[src/ddc_gain_nco_defines.svh]
// Register offsets, field positions, reset values and fixed counts of the DDC front end
`ifndef DDC_GAIN_NCO_DEFINES_SVH
`define DDC_GAIN_NCO_DEFINES_SVH
`define ADDR_HOLDOFF 8'h84
`define ADDR_TUNE_LO 8'h85
`define ADDR_TUNE_HI 8'h86
`define ADDR_NCO_CTRL 8'h88
`define ADDR_SCALE 8'h92
`define ADDR_UPPER 8'hA0
`define ADDR_LOWER 8'hA1
`define ADDR_DWELL 8'hA2
`define ADDR_SWDLY 8'hA3
`define CTRL_INSEL_BIT 6
`define CTRL_SYNC_LSB 7
`define SCALE_QUIET_LSB 5
`define SCALE_LOUD_LSB 0
`define UPPER_RST 12'hFFF
`define LOWER_RST 12'h000
`define DWELL_RST 16'h0000
`define SWDLY_RST 4'h0
`define HOLDOFF_RST 16'h0000
`define CTRL_RST 9'h000
`define SCALE_RST 10'h000
`define LAT_FIFTH_ORDER_COMB_FILTER_ADD 7
`define LAT_FIXED_ADD 26
`endif

[src/ddc_gain_nco_pkg.sv]
// Shared types of the DDC gain switch and tuning block
package ddc_gain_nco_pkg;
  typedef logic [4:0] scale_t;
  typedef logic [31:0] tune_t;
  typedef logic [15:0] hold_t;
  typedef logic [7:0] addr_t;
  typedef logic [19:0] rdata_t;
  typedef logic [8:0] ctrl_t;
  typedef logic [9:0] scale_pair_t;
endpackage : ddc_gain_nco_pkg

[src/ddc_gain_switch_and_nco_tuning.sv]
// DDC front end: gain switch detectors, input scaling buffer and NCO tuning hold-off
`timescale 1ns/10ps
`default_nettype none
`include "ddc_gain_nco_defines.svh"

module ddc_gain_switch_and_nco_tuning #(
  parameter int NCH = 4,
  parameter int DW = 12,
  parameter int DLY = 16
) (
  input wire logic clk,
  input wire logic srst,
  input wire logic signed [DW-1:0] adc_a,
  input wire logic signed [DW-1:0] adc_b,
  input wire logic in_valid,
  output logic in_ready,
  output logic [NCH*DW-1:0] out_data,
  output logic out_valid,
  input wire logic out_ready,
  output logic gain_switch_indicator_port_a,
  output logic gain_switch_indicator_port_b,
  input wire logic [3:0] sync_pin,
  input wire logic [NCH-1:0] chan_sleep,
  input wire logic [1:0] reg_chan,
  input wire logic [7:0] reg_addr,
  input wire logic reg_wr,
  input wire logic reg_rd,
  input wire logic [19:0] reg_wdata,
  output logic [19:0] reg_rdata,
  output logic [NCH*16-1:0] nco_phase,
  input wire logic [11:0] resampling_comb_filter_decim,
  input wire logic [5:0] fifth_order_comb_filter_decim,
  input wire logic [7:0] rcf_taps,
  output logic [23:0] latency
);

  // Magnitude of a signed sample; the most negative code still fits unsigned
  function automatic logic [DW-1:0] mag_f(input logic signed [DW-1:0] s);
    mag_f = s[DW-1] ? DW'(-s) : DW'(s);
  endfunction : mag_f

  logic [DW-1:0] upper_q [2], upper_d [2], lower_q [2], lower_d [2];
  logic [15:0] dwell_q [2], dwell_d [2], dcnt_q [2], dcnt_d [2];
  logic [3:0] swdly_q [2], swdly_d [2];
  logic [DLY-1:0] hist_q [2], hist_d [2];
  logic [1:0] ind_q, ind_d, run_q, run_d, dind;
  logic [DW-1:0] mag [2];
  logic in_fire;

  ddc_gain_nco_pkg::hold_t hold_q [NCH], hold_d [NCH], hcnt_q [NCH], hcnt_d [NCH];
  ddc_gain_nco_pkg::tune_t shadow_q [NCH], shadow_d [NCH], active_q [NCH], active_d [NCH];
  ddc_gain_nco_pkg::tune_t phase_q [NCH], phase_d [NCH];
  ddc_gain_nco_pkg::ctrl_t ctrl_q [NCH], ctrl_d [NCH];
  ddc_gain_nco_pkg::scale_pair_t scale_q [NCH], scale_d [NCH];
  logic [NCH-1:0] hrun_q, hrun_d, slp_q, evt;
  logic [3:0] sync_prev_q;
  ddc_gain_nco_pkg::rdata_t rdata_d;

  logic [NCH*DW-1:0] mem_q [2], mem_d [2], push_word;
  logic [1:0] cnt_q, cnt_d;
  logic in_ready_d, out_valid_d;
  logic [23:0] lat_d;

  assign in_fire = in_valid & in_ready;
  assign mag[0] = mag_f(adc_a);
  assign mag[1] = mag_f(adc_b);

  // Delayed indicator seen by the scaler; a delay of zero uses the live flag
  always_comb begin
    for (int p = 0; p < 2; p++) begin
      dind[p] = (swdly_q[p] == 4'h0) ? ind_q[p] : hist_q[p][swdly_q[p] - 4'h1];
    end
  end

  // Threshold detector with dwell hysteresis, one per input port
  always_comb begin
    ind_d = ind_q;
    run_d = run_q;
    dcnt_d = dcnt_q;
    for (int p = 0; p < 2; p++) begin
      hist_d[p] = {hist_q[p][DLY-2:0], ind_q[p]};
      if (in_fire && mag[p] >= upper_q[p]) begin
        ind_d[p] = 1'b1;
        run_d[p] = 1'b0;
      end else if (ind_q[p] && run_q[p] && dcnt_q[p] == 16'h0000) begin
        ind_d[p] = 1'b0;
        run_d[p] = 1'b0;
      end else if (ind_q[p] && in_fire && mag[p] >= lower_q[p]) begin
        run_d[p] = 1'b0;
      end else if (ind_q[p] && !run_q[p] && in_fire) begin
        run_d[p] = 1'b1;
        dcnt_d[p] = dwell_q[p];
      end else if (run_q[p]) begin
        dcnt_d[p] = dcnt_q[p] - 16'h0001;
      end
    end
  end

  always_ff @(posedge clk) begin
    if (srst) begin
      ind_q <= 2'b00;
      run_q <= 2'b00;
      for (int p = 0; p < 2; p++) begin
        dcnt_q[p] <= 16'h0000;
        hist_q[p] <= '0;
      end
    end else begin
      ind_q <= ind_d;
      run_q <= run_d;
      dcnt_q <= dcnt_d;
      hist_q <= hist_d;
    end
  end

  assign gain_switch_indicator_port_a = ind_q[0];
  assign gain_switch_indicator_port_b = ind_q[1];

  // Hop and sleep-exit events; sync pins are taken as synchronous, so edges are safe here
  always_comb begin
    for (int c = 0; c < NCH; c++) begin
      logic [1:0] sel;
      sel = ctrl_q[c][`CTRL_SYNC_LSB +: 2];
      evt[c] = (sync_pin[sel] & ~sync_prev_q[sel]) | (slp_q[c] & ~chan_sleep[c]);
    end
  end

  // Register port, hold-off counters and phase accumulators
  always_comb begin
    upper_d = upper_q;
    lower_d = lower_q;
    dwell_d = dwell_q;
    swdly_d = swdly_q;
    hold_d = hold_q;
    shadow_d = shadow_q;
    active_d = active_q;
    ctrl_d = ctrl_q;
    scale_d = scale_q;
    hcnt_d = hcnt_q;
    hrun_d = hrun_q;
    rdata_d = 20'h00000;
    for (int c = 0; c < NCH; c++) begin
      phase_d[c] = phase_q[c] + active_q[c];
      if (evt[c] && hold_q[c] != 16'h0000) begin
        hcnt_d[c] = hold_q[c];
        hrun_d[c] = 1'b1;
      end else if (hrun_q[c] && hcnt_q[c] == 16'h0001) begin
        active_d[c] = shadow_q[c];
        hrun_d[c] = 1'b0;
      end else if (hrun_q[c]) begin
        hcnt_d[c] = hcnt_q[c] - 16'h0001;
      end
    end
    if (reg_wr) begin
      unique case (reg_addr)
        `ADDR_HOLDOFF: hold_d[reg_chan] = reg_wdata[15:0];
        `ADDR_TUNE_LO: shadow_d[reg_chan][15:0] = reg_wdata[15:0];
        `ADDR_TUNE_HI: shadow_d[reg_chan][31:16] = reg_wdata[15:0];
        `ADDR_NCO_CTRL: ctrl_d[reg_chan] = reg_wdata[8:0];
        `ADDR_SCALE: scale_d[reg_chan] = reg_wdata[9:0];
        `ADDR_UPPER: upper_d[reg_chan[0]] = reg_wdata[DW-1:0];
        `ADDR_LOWER: lower_d[reg_chan[0]] = reg_wdata[DW-1:0];
        `ADDR_DWELL: dwell_d[reg_chan[0]] = reg_wdata[15:0];
        `ADDR_SWDLY: swdly_d[reg_chan[0]] = reg_wdata[3:0];
        default: ;
      endcase
    end
    if (reg_rd) begin
      unique case (reg_addr)
        `ADDR_HOLDOFF: rdata_d = {4'h0, hold_q[reg_chan]};
        `ADDR_TUNE_LO: rdata_d = {4'h0, active_q[reg_chan][15:0]};
        `ADDR_TUNE_HI: rdata_d = {4'h0, active_q[reg_chan][31:16]};
        `ADDR_NCO_CTRL: rdata_d = {11'h000, ctrl_q[reg_chan]};
        `ADDR_SCALE: rdata_d = {10'h000, scale_q[reg_chan]};
        `ADDR_UPPER: rdata_d = 20'(upper_q[reg_chan[0]]);
        `ADDR_LOWER: rdata_d = 20'(lower_q[reg_chan[0]]);
        `ADDR_DWELL: rdata_d = {4'h0, dwell_q[reg_chan[0]]};
        `ADDR_SWDLY: rdata_d = {16'h0000, swdly_q[reg_chan[0]]};
        default: rdata_d = 20'h00000;
      endcase
    end
  end

  always_ff @(posedge clk) begin
    if (srst) begin
      for (int p = 0; p < 2; p++) begin
        upper_q[p] <= `UPPER_RST;
        lower_q[p] <= `LOWER_RST;
        dwell_q[p] <= `DWELL_RST;
        swdly_q[p] <= `SWDLY_RST;
      end
      for (int c = 0; c < NCH; c++) begin
        hold_q[c] <= `HOLDOFF_RST;
        shadow_q[c] <= 32'h00000000;
        active_q[c] <= 32'h00000000;
        phase_q[c] <= 32'h00000000;
        ctrl_q[c] <= `CTRL_RST;
        scale_q[c] <= `SCALE_RST;
        hcnt_q[c] <= 16'h0000;
      end
      hrun_q <= '0;
      slp_q <= '1;
      sync_prev_q <= 4'hF;
      reg_rdata <= 20'h00000;
    end else begin
      upper_q <= upper_d;
      lower_q <= lower_d;
      dwell_q <= dwell_d;
      swdly_q <= swdly_d;
      hold_q <= hold_d;
      shadow_q <= shadow_d;
      active_q <= active_d;
      phase_q <= phase_d;
      ctrl_q <= ctrl_d;
      scale_q <= scale_d;
      hcnt_q <= hcnt_d;
      hrun_q <= hrun_d;
      slp_q <= chan_sleep;
      sync_prev_q <= sync_pin;
      reg_rdata <= rdata_d;
    end
  end

  for (genvar c = 0; c < NCH; c++) begin : g_phase
    assign nco_phase[c*16 +: 16] = phase_q[c][31:16];
  end

  // Scale each channel's sample by its port's delayed gain state before the resampler
  always_comb begin
    for (int c = 0; c < NCH; c++) begin
      logic ps;
      ddc_gain_nco_pkg::scale_t sc;
      logic signed [DW-1:0] s;
      ps = ctrl_q[c][`CTRL_INSEL_BIT];
      s = ps ? adc_b : adc_a;
      sc = dind[ps] ? scale_q[c][`SCALE_LOUD_LSB +: 5] : scale_q[c][`SCALE_QUIET_LSB +: 5];
      push_word[c*DW +: DW] = s >>> sc;
    end
  end

  // Two-entry buffer: a stall downstream fills it and then drops in_ready
  always_comb begin
    logic [1:0] wi;
    logic pop;
    pop = out_valid & out_ready;
    mem_d = mem_q;
    cnt_d = cnt_q;
    if (pop) begin
      mem_d[0] = mem_q[1];
      cnt_d = cnt_q - 2'd1;
    end
    wi = cnt_d;
    if (in_fire) begin
      mem_d[wi[0]] = push_word;
      cnt_d = cnt_d + 2'd1;
    end
    in_ready_d = cnt_d != 2'd2;
    out_valid_d = cnt_d != 2'd0;
    lat_d = 24'(32'(resampling_comb_filter_decim) * (32'(fifth_order_comb_filter_decim) + `LAT_FIFTH_ORDER_COMB_FILTER_ADD) + 32'(rcf_taps) + `LAT_FIXED_ADD);
  end

  always_ff @(posedge clk) begin
    if (srst) begin
      mem_q[0] <= '0;
      mem_q[1] <= '0;
      cnt_q <= 2'd0;
      in_ready <= 1'b0;
      out_valid <= 1'b0;
      latency <= 24'h000000;
    end else begin
      mem_q <= mem_d;
      cnt_q <= cnt_d;
      in_ready <= in_ready_d;
      out_valid <= out_valid_d;
      latency <= lat_d;
    end
  end

  assign out_data = mem_q[0];
endmodule : ddc_gain_switch_and_nco_tuning
`default_nettype wire

[config.mk]
export PLATFORM = sky130hd
export DESIGN_NAME = ddc_gain_switch_and_nco_tuning
export DESIGN_NICKNAME = d
export VERILOG_FILES = /design/src/ddc_gain_nco_pkg.sv /design/src/ddc_gain_switch_and_nco_tuning.sv
export VERILOG_INCLUDE_DIRS = /design/src
export SDC_FILE = /design/constraint.sdc
export NUM_CORES = 2
export LEC_CHECK = 0
export BUFFER_PORTS_ARGS = -buffer_cell sky130_fd_sc_hd__buf_2
export CAP_MARGIN = 15
export CORE_UTILIZATION = 25
export CTS_BUF_LIST = sky130_fd_sc_hd__clkbuf_2
export CTS_CLUSTER_DIAMETER = 200
export DETAILED_ROUTE_END_ITERATION = 8
export PLACE_DENSITY = 0.44
export SETUP_SLACK_MARGIN = 0.05
export SYNTH_ARGS = -nofsm -noshare
export SYNTH_HDL_FRONTEND = slang
export SYNTH_SLANG_ARGS = --single-unit
[constraint.sdc]
create_clock -name clk -period 5.41 [get_ports clk]
set_input_delay 0.541 -clock clk [delete_from_list [all_inputs] [get_ports clk]]
set_output_delay 0.541 -clock clk [all_outputs]
set_load 0.05 [all_outputs]
==> run_results.csv <==
group,metric,value,unit
floorplan,core-area,196000,um^2
detailed_routing,ant_nets,0,
layout,drive_above_1_share,14.7,%
global_routing,overflow,0,
yosys,syn_inst,6075,
critical_path,cp_num_buf_inv,8,
pwr,peakVddDrop,0.147,mV
timing,setup-tns-final,0,ps
floorplan,fp.dieH,447,um
critical_path,crit_type,"in2reg",
clock_tree,numCtsBuffers,286,
timing,hold_ws,204,ps
clock_tree,htreeDepth,5,
yosys,ys_warn_count,0,
layout,fillers,21297,
pwr,p_per_area,270,nW/um^2
pwr,p_total,15.4,mW
layout,stdcell_area,57100,um^2
timing,hold_viol,0,
placement,port_buffers,242,
yosys,syn_avg_cell_area,8.15,um^2
global_routing,track_usage,18.5,%
floorplan,start_util,25.3,%
worst_hold_path,hp-class,"in2reg",
critical_path,regToRegStartpoint,"swdly_q[5]",
status,outcome,"completed",
timing,max_freq,195,MHz
floorplan,num_rows,162,
clock_tree,cts_tree,"yes",
detailed_routing,drt-wirelength-per-cell,20.5,um
global_routing,antenna_found_initial,13,
timing,finalCriticalPeriod,5120,ps
timing,postLayoutSetupSlackWorst,286,ps
layout,layout_common_cells,"nand2_1, dfxtp_1, a21oi_1, nor2_1, clkbuf_2",
critical_path,crit_path_start_kind,"input port",
yosys,synth-seq-cells,893,
clock_tree,clockBufferDepth,4,
placement,hpwl,130000,um
critical_path,worst-path-stages,24,
critical_path,crit_chain,"dlygate4sd3_1 > buf_2 > inv_1 > ha_4 > nand2b_1 > nand2_1 > xor2_1 > buf_4 > nor2b_1 > fa_1 > inv_1 > fa_1 > inv_1 > fa_1 > fa_1 > dlygate4sd3_1 > ha_1 > o31a_1 > a31oi_1 > o21bai_1 > a21oi_2 > nor2b_1 > o211a_1 > dlygate4sd3_1",
yosys,syn_area,49500,um^2
critical_path,cp_top_family,"adder cells",
placement,placed_cell_area,52600,um^2
timing,period_share,94.7,%
pwr,p_leak,22.9,nW
clock_tree,cts_sinks,893,
clock_tree,cts_root_buffer,"clkbuf_2",
global_routing,grt_start_max_net_pins,171,
layout,area_delta_synth_final,15.4,%
detailed_routing,first_pass_iters,7,
placement,routabilityCongestion,0.860,
global_routing,met2_usage,30.4,%
worst_hold_path,hold_depth,6,
timing,maxSlewViolCount,0,
floorplan,dieArea,200000,um^2
detailed_routing,viasPerCell,4.87,
critical_path,cpMostUsedCell,"fa_1",
detailed_routing,drt_iter0_markers,3429,
critical_path,max_stage_delay,560,ps
detailed_routing,drc_errors,0,
timing,tightestPinTransition,1210,ps
timing,slew_headroom,18.6,%
yosys,async_flop_share,0,%
critical_path,critPathRequiredTime,6920,ps
global_routing,grt_pass1_wl,280000,um
global_routing,gr-usage-met3,3.15,%
placement,pre_cts_slack,-298,ps
critical_path,cp_max_fo,10,
clock_tree,clkTransAtPathRegs,100,ps
layout,layout_commonest_cell,"nand2_1",
clock_tree,clock_latency,1670,ps
timing,rsz0062_at_grt,"no",
layout,final_nets,6833,
yosys,synth_flop_cell,"dfxtp_1",
floorplan,io_pins,254,
detailed_routing,wirelength,189000,um
worst_hold_path,hold_path.startpoint,"reg_wr",
yosys,ys_types,89,
critical_path,worst_r2r_path_depth,17,
critical_path,crit_arrival,6630,ps
global_routing,grt.busiest_layer,"met2",
timing,setup_viol,0,
floorplan,die_w,447,um
flow_run,cap_violations,0,
yosys,synth-seq-area-share,36.1,%
global_routing,use_met1,23.9,%
critical_path,crit_start,"fifth_order_comb_filter_decim[0]",
detailed_routing,route.vias.total,44959,
critical_path,crit_slowest_cell,"dlygate4sd3_1",
global_routing,first_global_vias,43270,
timing,fin_skew,137,ps
yosys,synth-edff-count,0,
critical_path,cp-end-kind,"register",
## sequential cells by signal, summed over array words and instances, names as in the netlist, 32 cells and up
name and flops:
scale_q 40, out_data 48, phase_q 64, nco_phase 64
hold_q 64, mem_q 48, ctrl_q 36, dcnt_q 32
active_q 128, dwell_q 32, hcnt_q 64, shadow_q 128
## per-stage QoR
step / std cells / util, %
2_1_floorplan: 6081 / -
3_3_place_gp: 8564 / 26.9
3_5_place_dp: 8567 / 26.9
4_1_cts: 9216 / 29.1
5_1_grt: 9226 / 29.2
6_report: 9229 / 29.2
## repair_timing
action,in CTS,in global routing
gates resized for setup,0,6
endpoints found under the setup margin,0,19
buffers inserted,0,5
hold buffers,201,0
hold endpoints to repair,874,0
## report_power, final
group,switching (mW),internal [mW]
Combinational,2.05,1.20
Sequential,0.114,6.78
Clock,3.19,2.08
## tightest hold or removal path: cells and delay by family
kind	cells	cell delay, ps
and+or+nand+nor	3	450
buffers and inverters	2	770
AOI/OAI and AO/OA	1	50
## synth_stat cells, types with 44 or more instances
cell type	n	area (um^2)
a211oi_1	109	818
a21o_1	85	638
a21oi_1	701	3510
and2_1	44	275
buf_4	124	931
clkbuf_1	331	1240
dfxtp_1	893	17900
fa_1	65	1300
ha_1	234	2930
inv_1	206	773
mux2i_1	165	1650
mux4_2	76	1710
nand2_1	1216	4560
nand2b_1	63	394
nand3_1	133	666
nor2_1	470	1760
nor2b_1	121	757
nor3_1	85	425
o211ai_1	49	368
o21ai_0	154	771
xnor2_1	107	937
xor2_1	75	657
## per-layer routing
metal,routed length [um],part of all wire (%),vias to the layer above
li1,-,-,21746
met3,9740,5.1,322
met2,89000,47,1300
met1,83700,44,21589
met4,6800,3.6,2
met5,16,0.0085,-
## path summary, 6_finish.rpt
kind | slack (ps) | endpoint
min | 200 | dwell_q[30]
max | 290 | latency[20]
max reg2reg | 290 | mem_q[5]
min reg2reg | 340 | active_q[103]
## area by class of cell
| class | instances | area (um^2) | area share (%) |
|---|---|---|---|
| multi-input cells | 4496 | 28700 | 50.2 |
| flip-flops and latches | 893 | 17900 | 31.3 |
| repair buffers | 555 | 4210 | 7.38 |
| well taps | 2624 | 3280 | 5.75 |
| clock buffers | 398 | 1990 | 3.49 |
| inverters | 208 | 782 | 1.37 |
| clock inverters | 50 | 273 | 0.478 |
| diodes | 5 | 12.5 | 0.0219 |
## cell families (layout without fill, tap and decap cells)
logic type | count (synthesis) | count (layout) | share of synthesized area [%]
AO/OA/AOI/OAI | 1392 | 1393 | 17.2
XOR/XNOR | 182 | 182 | 3.22
adder cells (fa/ha/maj) | 299 | 299 | 8.55
buffers and inverters | 693 | 1211 | 6.24
flip-flops | 893 | 893 | 36.1
multiplexers | 295 | 295 | 8.18
other | 1 | 12 | 0.00758
AND/OR/NAND/NOR | 2320 | 2320 | 20.5
(Power assumes the default switching activity.)
